`config.mk`:
```
export PLATFORM = sky130hd
export DESIGN_NAME = xpp_device_flat
export DESIGN_NICKNAME = d
export VERILOG_FILES = /design/src/include/xpp_pkg.sv /design/src/include/xpp_link_if.sv /design/src/rtl/xpp_device.sv /design/src/flat_wrapper.sv
export SDC_FILE = /design/constraint.sdc
export NUM_CORES = 1
export LEC_CHECK = 0
export BUFFER_PORTS_ARGS = -buffer_cell sky130_fd_sc_hd__buf_2
export CAP_MARGIN = 20
export CORE_MARGIN = 2
export CORE_UTILIZATION = 57
export CTS_BUF_LIST = sky130_fd_sc_hd__clkbuf_2
export CTS_CLUSTER_DIAMETER = 60
export DETAILED_ROUTE_END_ITERATION = 6
export GPL_TIMING_DRIVEN = 1
export PLACE_DENSITY_LB_ADDON = 0.25
export SYNTH_ARGS = -nofsm -noshare
export SYNTH_HDL_FRONTEND = slang
export SYNTH_SLANG_ARGS = --single-unit
```
`constraint.sdc`:
```
create_clock -name mclk_i -period 4.6 [get_ports mclk_i]
set_clock_uncertainty 0.15 [all_clocks]
set_input_delay 0.46 -clock mclk_i [delete_from_list [all_inputs] [get_ports mclk_i]]
set_output_delay 0.46 -clock mclk_i [all_outputs]
set_load 0.02 [all_outputs]
```
`src/include/xpp_pkg.sv`:
```
// Purpose: shared constants of the crosspoint programming port
// Assumes: one system clock of 250 MHz on both ends
// Notes:   slot k of the word holds bits [4k+3:4k], select msb on top

package xpp_pkg;

  // ==========================================================
  // matrix shape
  localparam int NUM_OUT   = 8;
  localparam int NUM_IN    = 8;
  localparam int SEL_W     = 3;
  localparam int ADDR_W    = 3;
  localparam int GRP_W     = 4;
  localparam int WORD_W    = NUM_OUT * GRP_W;
  localparam int CNT_W     = 5;

  // ==========================================================
  // field positions inside one four-bit slot
  localparam int EN_POS    = 0;
  localparam int SEL_LSB   = 1;

  // ==========================================================
  // values after reset
  localparam logic [WORD_W-1:0] WORD_RST = 32'h0000_0000;
  localparam logic [CNT_W-1:0]  CNT_RST  = 5'h00;

  // ==========================================================
  // timing
  localparam int CLK_PERIOD_NS = 4;
  localparam int PROG_HALF_NS  = 20;
  localparam int UPD_LOW_NS    = 20;
  localparam int PROG_HALF_CYC = (PROG_HALF_NS + CLK_PERIOD_NS - 1) / CLK_PERIOD_NS;
  localparam int UPD_LOW_CYC   = (UPD_LOW_NS + CLK_PERIOD_NS - 1) / CLK_PERIOD_NS;
  localparam int TICK_W        = 8;
  localparam int SYNC_W        = 5 + ADDR_W + SEL_W + 1;

  // ==========================================================
  // synchroniser value after reset: clock, select, update idle high
  localparam logic [SYNC_W-1:0] PINS_RST = {4'hb, {(SYNC_W-4){1'b0}}};

endpackage

```
`src/include/xpp_link_if.sv`:
```
// Purpose: programming pins between host logic and the crosspoint
// Assumes: all pins single direction, host drives all but ser_dout
// Notes:   outputs_off_n is the active-low disable pin

`timescale 1ns/10ps

interface xpp_link_if;
  import xpp_pkg::*;

  logic               prog_clk;
  logic               ser_din;
  logic               ser_dout;
  logic               cs_n;
  logic               update_n;
  logic               load_mode_select;
  logic [ADDR_W-1:0]  out_addr;
  logic [SEL_W-1:0]   src_sel;
  logic               output_enable_bit;
  logic               outputs_off_n;

  modport device (
    input  prog_clk,
    input  ser_din,
    output ser_dout,
    input  cs_n,
    input  update_n,
    input  load_mode_select,
    input  out_addr,
    input  src_sel,
    input  output_enable_bit,
    input  outputs_off_n
  );

  modport host (
    output prog_clk,
    output ser_din,
    input  ser_dout,
    output cs_n,
    output update_n,
    output load_mode_select,
    output out_addr,
    output src_sel,
    output output_enable_bit,
    output outputs_off_n
  );

endinterface

```
`src/rtl/xpp_device.sv`:
```
// Purpose: device end of the crosspoint programming port
// Assumes: pins arrive asynchronously; all but outputs_off_n pass two flip-flops
// Notes:   update latches modelled as flops that follow while open

`timescale 1ns/10ps

//
// Contract
// - serial load is 32 bits, reprograms all
// - host drives mode low for serial loading
// - clocked data accepted only with select low
// - shifting continues while update low, matrix follows
// - sample serial bit on each falling clock edge
// - four bits per output: three select, enable
// - enable zero disables output, select ignored
// - host shifts highest output group first
// - update low with select low opens latches, otherwise they hold
// - serial output shows bit leaving shift register
// - chain: last device first, 32 bits each
// - parallel write changes one output only
// - reset pin disables outputs, keeps registers
// - host programs all outputs after power-up
// - no select plus update low before loading
// - parallel setup: mode, update, clock high
// - address pins pick the written output slot
// - falling edge captures parallel slot, update applies
// - host may batch writes, one update
// - address and select bit zero least significant
// - reset pin low holds outputs disabled
module xpp_device
  import xpp_pkg::*;
(
  input  wire logic                          mclk_i,
  input  wire logic                          reset_n_i,
  xpp_link_if.device                         link,
  output logic [NUM_OUT-1:0]                 out_en_o,
  output logic [NUM_OUT-1:0][SEL_W-1:0]      out_sel_o,
  output logic [NUM_OUT-1:0][NUM_IN-1:0]     xpoint_o,
  output logic [WORD_W-1:0]                  shift_word_o,
  output logic                               frame_done_o,
  output logic                               par_write_o
);

  // ==========================================================
  // pin synchroniser
  logic [SYNC_W-1:0]         pins_raw;
  logic [SYNC_W-1:0]         pins_s1;
  logic [SYNC_W-1:0]         pins_s2;
  logic                      clk_s;
  logic                      clk_prev;
  logic                      din_s;
  logic                      cs_n_s;
  logic                      upd_n_s;
  logic                      mode_s;
  logic [ADDR_W-1:0]         addr_s;
  logic [SEL_W-1:0]          sel_s;
  logic                      en_s;
  logic                      fall;
  logic                      ser_shift;
  logic                      par_load;
  logic                      latch_open;

  // bundle order fixes the unpack order further down
  assign pins_raw = {link.prog_clk,
                     link.ser_din,
                     link.cs_n,
                     link.update_n,
                     link.load_mode_select,
                     link.out_addr,
                     link.src_sel,
                     link.output_enable_bit};

  // first stage is read only by the second stage
  always_ff @(posedge mclk_i or negedge reset_n_i) begin
    if (!reset_n_i) begin
      // idle levels, else release shows a fall and an open latch
      pins_s1 <= PINS_RST;
      pins_s2 <= PINS_RST;
    end else begin
      pins_s1 <= pins_raw;
      pins_s2 <= pins_s1;
    end
  end

  // same order as the raw bundle
  assign {clk_s,
          din_s,
          cs_n_s,
          upd_n_s,
          mode_s,
          addr_s,
          sel_s,
          en_s} = pins_s2;

  // clock sits high at reset so release causes no false edge
  always_ff @(posedge mclk_i or negedge reset_n_i) begin
    if (!reset_n_i) begin
      clk_prev <= 1'b1;
    end else begin
      clk_prev <= clk_s;
    end
  end

  // ==========================================================
  // edge and strobe decode
  // all synchronised pins share the same latency, so data aligns with the edge
  assign fall       = clk_prev & ~clk_s;
  assign ser_shift  = fall & ~cs_n_s & ~mode_s;
  assign par_load   = fall & ~cs_n_s & mode_s;
  assign latch_open = ~cs_n_s & ~upd_n_s;

  // ==========================================================
  // shift register and update latches, one slot per output
  logic [WORD_W-1:0]         shift_word;
  logic [WORD_W-1:0]         latch_word;
  logic [NUM_OUT-1:0]        carry_in;
  logic [GRP_W-1:0]          par_slot;

  // select msb enters first and ends on top of the slot
  assign par_slot = {sel_s, en_s};
  assign carry_in[0] = din_s;

  genvar k;
  generate
    for (k = 0; k < NUM_OUT; k++) begin : g_slot
      // slot k is fed by the top bit of slot k-1
      if (k > 0) begin : g_carry
        assign carry_in[k] = shift_word[GRP_W*k-1];
      end

      // reset pin is not looked at here: registers survive it
      always_ff @(posedge mclk_i or negedge reset_n_i) begin
        if (!reset_n_i) begin
          shift_word[GRP_W*k +: GRP_W] <= WORD_RST[GRP_W*k +: GRP_W];
        end else if (ser_shift) begin
          shift_word[GRP_W*k +: GRP_W] <=
            {shift_word[GRP_W*k +: GRP_W-1], carry_in[k]};
        end else if (par_load && (addr_s == ADDR_W'(k))) begin
          shift_word[GRP_W*k +: GRP_W] <= par_slot;
        end
      end

      // open latches follow every shift, so host keeps update high
      always_ff @(posedge mclk_i or negedge reset_n_i) begin
        if (!reset_n_i) begin
          latch_word[GRP_W*k +: GRP_W] <= WORD_RST[GRP_W*k +: GRP_W];
        end else if (latch_open) begin
          latch_word[GRP_W*k +: GRP_W] <= shift_word[GRP_W*k +: GRP_W];
        end
      end

      // reset pin gates enables with no clock in the path
      assign out_en_o[k]  = latch_word[GRP_W*k+EN_POS] &
                            link.outputs_off_n;
      assign out_sel_o[k] = latch_word[GRP_W*k+SEL_LSB +: SEL_W];

      for (genvar j = 0; j < NUM_IN; j++) begin : g_in
        // disabled output has no input connected at all
        assign xpoint_o[k][j] = out_en_o[k] &
                                (out_sel_o[k] == SEL_W'(j));
      end
    end
  endgenerate

  // ==========================================================
  // serial output for the daisy chain
  assign link.ser_dout = shift_word[WORD_W-1];
  assign shift_word_o  = shift_word;

  // ==========================================================
  // frame tracking
  logic [CNT_W-1:0]          bit_cnt;
  logic [CNT_W-1:0]          next_bit_cnt;
  logic                      last_bit;

  // count restarts whenever select rises, a frame is one select window
  assign next_bit_cnt = bit_cnt + 5'h01;

  // count wraps to zero on the 32nd shift of a window
  assign last_bit = (bit_cnt == CNT_RST - 5'h01);

  always_ff @(posedge mclk_i or negedge reset_n_i) begin
    if (!reset_n_i) begin
      bit_cnt <= CNT_RST;
    end else if (cs_n_s) begin
      bit_cnt <= CNT_RST;
    end else if (ser_shift) begin
      bit_cnt <= next_bit_cnt;
    end
  end

  // pulse when a whole word has passed: every slot then rewritten
  always_ff @(posedge mclk_i or negedge reset_n_i) begin
    if (!reset_n_i) begin
      frame_done_o <= 1'b0;
    end else begin
      frame_done_o <= ser_shift && last_bit;
    end
  end

  always_ff @(posedge mclk_i or negedge reset_n_i) begin
    if (!reset_n_i) begin
      // one pulse per accepted parallel write
      par_write_o <= 1'b0;
    end else begin
      par_write_o <= par_load;
    end
  end

endmodule

```
`src/flat_wrapper.sv`:
```
// flat-port wrapper written by rule: the top's interface ports become plain ports
module xpp_device_flat import xpp_pkg::*;
  (mclk_i, reset_n_i, out_en_o, out_sel_o, xpoint_o, shift_word_o, frame_done_o, par_write_o, link_prog_clk, link_ser_din, link_ser_dout, link_cs_n, link_update_n, link_load_mode_select, link_out_addr, link_src_sel, link_output_enable_bit, link_outputs_off_n);
  xpp_link_if link_i ();
  input  wire logic mclk_i;
  input  wire logic reset_n_i;
  output logic [NUM_OUT-1:0] out_en_o;
  output logic [NUM_OUT-1:0][SEL_W-1:0] out_sel_o;
  output logic [NUM_OUT-1:0][NUM_IN-1:0] xpoint_o;
  output logic [WORD_W-1:0] shift_word_o;
  output logic frame_done_o;
  output logic par_write_o;
  input wire logic [$bits(link_i.prog_clk)-1:0] link_prog_clk;
  input wire logic [$bits(link_i.ser_din)-1:0] link_ser_din;
  output wire logic [$bits(link_i.ser_dout)-1:0] link_ser_dout;
  input wire logic [$bits(link_i.cs_n)-1:0] link_cs_n;
  input wire logic [$bits(link_i.update_n)-1:0] link_update_n;
  input wire logic [$bits(link_i.load_mode_select)-1:0] link_load_mode_select;
  input wire logic [$bits(link_i.out_addr)-1:0] link_out_addr;
  input wire logic [$bits(link_i.src_sel)-1:0] link_src_sel;
  input wire logic [$bits(link_i.output_enable_bit)-1:0] link_output_enable_bit;
  input wire logic [$bits(link_i.outputs_off_n)-1:0] link_outputs_off_n;
  assign link_i.prog_clk = link_prog_clk;
  assign link_i.ser_din = link_ser_din;
  assign link_ser_dout = link_i.ser_dout;
  assign link_i.cs_n = link_cs_n;
  assign link_i.update_n = link_update_n;
  assign link_i.load_mode_select = link_load_mode_select;
  assign link_i.out_addr = link_out_addr;
  assign link_i.src_sel = link_src_sel;
  assign link_i.output_enable_bit = link_output_enable_bit;
  assign link_i.outputs_off_n = link_outputs_off_n;
  xpp_device u_core (.mclk_i(mclk_i), .reset_n_i(reset_n_i), .link(link_i), .out_en_o(out_en_o), .out_sel_o(out_sel_o), .xpoint_o(xpoint_o), .shift_word_o(shift_word_o), .frame_done_o(frame_done_o), .par_write_o(par_write_o));
endmodule
```
Yosys cells after proc, flatten, opt, wreduce, memory -nomap -nowiden. Index checks and enable logic that the tools add are counted.

Bitwise operators: 81. Eq/ne operators: 64. Reductions and logical operators: 27. Mux-type cells: 18. $add $sub $neg: 1.

Operators with widths (count): $eq A3 B3 Y1 const B (36); $and A1 B1 Y1 (77); $mux W4 (16); $eq A3 B2 Y1 const B (18); $eq A3 B1 Y1 const B (9); $logic_not A3 Y1 (9); $reduce_bool A2 Y1 (9); $mux W5 (2); $logic_and A1 B1 Y1 (9); $add A5 B1 Y5 const B (1); $eq A5 B5 Y1 const B (1); $not A1 Y1 (4).

Register bits after elaboration: 96. Input bits: 15. Logic and storage cells: 213.

Longest topological paths before layout.
Depth in word-level cells: 7. Mapped depth: 6. Depth with buffers taken out: 5.

Least setup slack after synthesis. Ideal clock, no wire load.

Kind: input-to-output. From: input link_outputs_off_n. To: output xpoint_o[16] (netlist bit). Required time: 3.990 ns. Data arrival time: 1.329 ns. Cell stages on the path: 3. Slack: 2.661 ns. Buffers on the path: 0. Cells stage by stage: and2_1 > nand2b_1 > nor3_1.

RTL lines: start: declaration (RTL line flat_wrapper.sv:22) `input wire logic [$bits(link_i.outputs_off_n)-1:0] link_outputs_off_n;`; end: declaration (RTL line flat_wrapper.sv:9) `output logic [NUM_OUT-1:0][NUM_IN-1:0] xpoint_o;`.

==> results_dict.tcl <==
set metrics [dict create \
    yosysUniqueCellTypes 33 \
    drt-initial-drc-count 191 \
    max-vdd-ir-drop_v 0.0002617 \
    maxSlewHeadroom_pct 37.25 \
    cts_repair_resize_count 0 \
    dp_hpwl_mm 7.018 \
    dr.pass1.iters 5 \
    drv_cap 0 \
    p_per_area_nw_per_um2 510.3 \
    crit_type "reg -> out" \
    synth_seq_cells 96 \
    start_kind "flop" \
    clkLatencyLatePin_ns 0.54 \
    port_buffers 145 \
    cts_sinks 96 \
    yosys.area.top_type "dfrtp_1" \
    grt_antenna_before_repair 0 \
    chipHeight_um 93.25 \
    rr_endpoint "u_core.shift_word_o[11]$_DFFE_PN0P_" \
    synth_async_sr_flop_share_pct 100.0 \
    hp-class "in -> async" \
    clk_pin_slew_ns 0.25 \
    fp.coreArea_um2 7727 \
    synthTopCellsByArea "dfrtp_1 (49%), mux2_2 (7.9%), nor2_1 (6.9%)" \
    dieArea_um2 8696 \
    cts_inserted_buffers 9 \
    synth_cells 457 \
    arrival_ns 1.56 \
    hold_viol_final 0 \
    synth.top_cell.area_share_pct 49.05 \
    synthToLayoutAreaGrowth_pct 18.08 \
    grt_pass1_vias 3393 \
    layout.nets 600 \
    required_ns 3.99 \
    vias 3747 \
    fin_ws_ns 2.429 \
    ys_warn_count 0 \
    worstSetupEndpoint "xpoint_o[0]" \
    outcome "completed" \
    slew_viol_final 0 \
    grt_pass1_wl_mm 16.15 \
    avgSynthCellArea_um2 9.936 \
    setup_viol 0 \
    rr_worst_depth 4 \
    drive_gt1_share_pct 35.03 \
    synth_nets 474 \
    period_share_pct 47.20 \
    cts_tree "built" \
    min_period_ns 2.171 \
    fp.dieW_um 93.25 \
    routedWlPerCell_um 14.44 \
    gr-total-overflow 0 \
    root_buffer "clkbuf_2" \
    yosysMostFrequentCell "dfrtp_1" \
    clock_path_buffers 2 \
    timing.rr.start "u_core.clk_prev$_DFF_PN1_" \
    grt_max_degree 66 \
    worstSetupStartpoint "u_core.latch_word[0]$_DFFE_PN0P_" \
    gp_congestion 0.7743 \
    drt_wl_total_mm 9.964 \
    critPathMaxFanout 4 \
    ioPinCount 146 \
    p_leak_nw 2.471 \
    viasPerCell 5.430 \
    rrSetupSlack_ns 2.53 \
    initial_utilization_pct 58.76 \
    cts_hold_buf 13 \
    finalSetupTns_ns 0 \
    num-fill-cells 636 \
    row_count 32 \
    synth_ff_type "dfrtp_1" \
    worst_slew_pin_slew_ns 0.9390 \
    synth_edf_count 0 \
    end_kind "output pin" \
    cts_setup_buffers 0 \
    synth_seq_area_share_pct 53.10 \
    htree_levels 3 \
    netlist_area_um2 4541 \
    drc 0 \
    postRouteAntennaNets 0 \
    synthTopCellsByCount "dfrtp_1 (89), nor2_1 (84), nand2_1 (50)" \
    rsz0062_at_grt "no" \
    diodes 0 \
    max_freq_mhz 460.6 \
    track_usage_pct 23.62 \
    pre_cts_ws_ns 2.435 \
]
-- logic make-up (layout without fill, tap and decap cells) --
family                   after synthesis  after routing  synth area share [%]
XOR/XNOR                               2              2                0.3859
flip-flops                            96             96                 53.10
AO/OA/AOI/OAI                         70             70                 8.652
multiplexers                          32             32                 7.936
adder cells (fa/ha/maj)                2              2                0.5510
buffers and inverters                 47            178                 7.109
AND/OR/NAND/NOR                      208            208                 22.27
-- registers in the layout, summed over array words and instances, names as in the netlist --
name,flops
u_core.latch_word,8
u_core.shift_word_o,31
u_core.pins_s2,12
u_core.bit_cnt,5
u_core.out_sel_o,24
u_core.frame_done_o,1
u_core.link.ser_dout,1
u_core.clk_prev,1
u_core.par_write_o,1
u_core.pins_s1,12
-- how the worst min path moves through the flow --
| stage | from | to | slack [ns] | cells after the start |
|---|---|---|---|---|
| floorplan | reset_n_i | u_core.bit_cnt[0]$_DFFE_PN0P_ | 0.01 | 0 |
| global placement | u_core.pins_s1[10]$_DFF_PN0_ | u_core.pins_s2[10]$_DFF_PN0_ | 0.18 | 0 |
| detailed placement | u_core.pins_s1[5]$_DFF_PN0_ | u_core.pins_s2[5]$_DFF_PN0_ | 0.18 | 0 |
| CTS | reset_n_i | u_core.out_sel_o[0]$_DFFE_PN0P_ | 0.21 | 2 |
| global route | reset_n_i | u_core.pins_s1[6]$_DFF_PN0_ | 0.21 | 2 |
| finish | reset_n_i | u_core.out_sel_o[0]$_DFFE_PN0P_ | 0.21 | 2 |
-- layout make-up --
class                   instances  area [um2]  share of cell area [%]
flip-flops and latches         96        2411                   44.97
multi-input cells             314        1814                   33.84
repair buffers                161       875.8                   16.34
well taps                     102       127.6                   2.380
clock inverters                 4       68.82                   1.284
clock buffers                  12       60.06                   1.120
inverters                       1       3.754                 0.07001
-- worst max-delay path: stages, from the launching register on --
cell	delay, ns
dfrtp_1	0.41
and2_1	0.16
nand2b_1	0.12
nor3_1	0.14
buf_2	0.19
-- cell usage in the layout (no fill, tap or decap), drive strengths merged, types with 2 or more instances in the layout --
cell type    instances
dfrtp               89
clkbuf              14
nand2               50
nor3b                6
buf                146
o21ai               34
clkinv               2
a21oi                3
and3b                4
and2                 8
dfstp                7
nor2                84
nand2b              26
nand4bb              2
nor3                16
mux2                32
or4b                 2
nor4bb               3
dlygate4sd3         13
ha                   2
a31oi               32
xnor2                2
bufinv               2
-- metrics by stage --
step | cells | cell area, um2 | power, mW | hold WS, ns | utilization (%)
floorplan | 457 | 4541 | 2.043 | 0.01441 | -
global placement | 659 | 5092 | 2.263 | 0.1822 | 65.90
detailed placement | 659 | 5092 | 2.306 | 0.1847 | 65.90
CTS | 688 | 5351 | 2.751 | 0.2091 | 69.25
global route | 690 | 5361 | 2.904 | 0.2127 | 69.38
finish | 690 | 5361 | 2.736 | 0.2077 | 69.38
-- per-layer routing --
metal | share of wire (%) | track usage, %
met1 | 42 | 30.39
met5 | 0 | 0
met3 | 5.5 | 3.948
met2 | 51 | 40.29
met4 | 1.5 | 8.824
-- power breakdown --
part           internal, mW  switching [mW]
sequential             1.05           0.235
clock                 0.184           0.260
combinational         0.386           0.621
total                  1.62            1.12
Power figures use the tool's default switching activity.
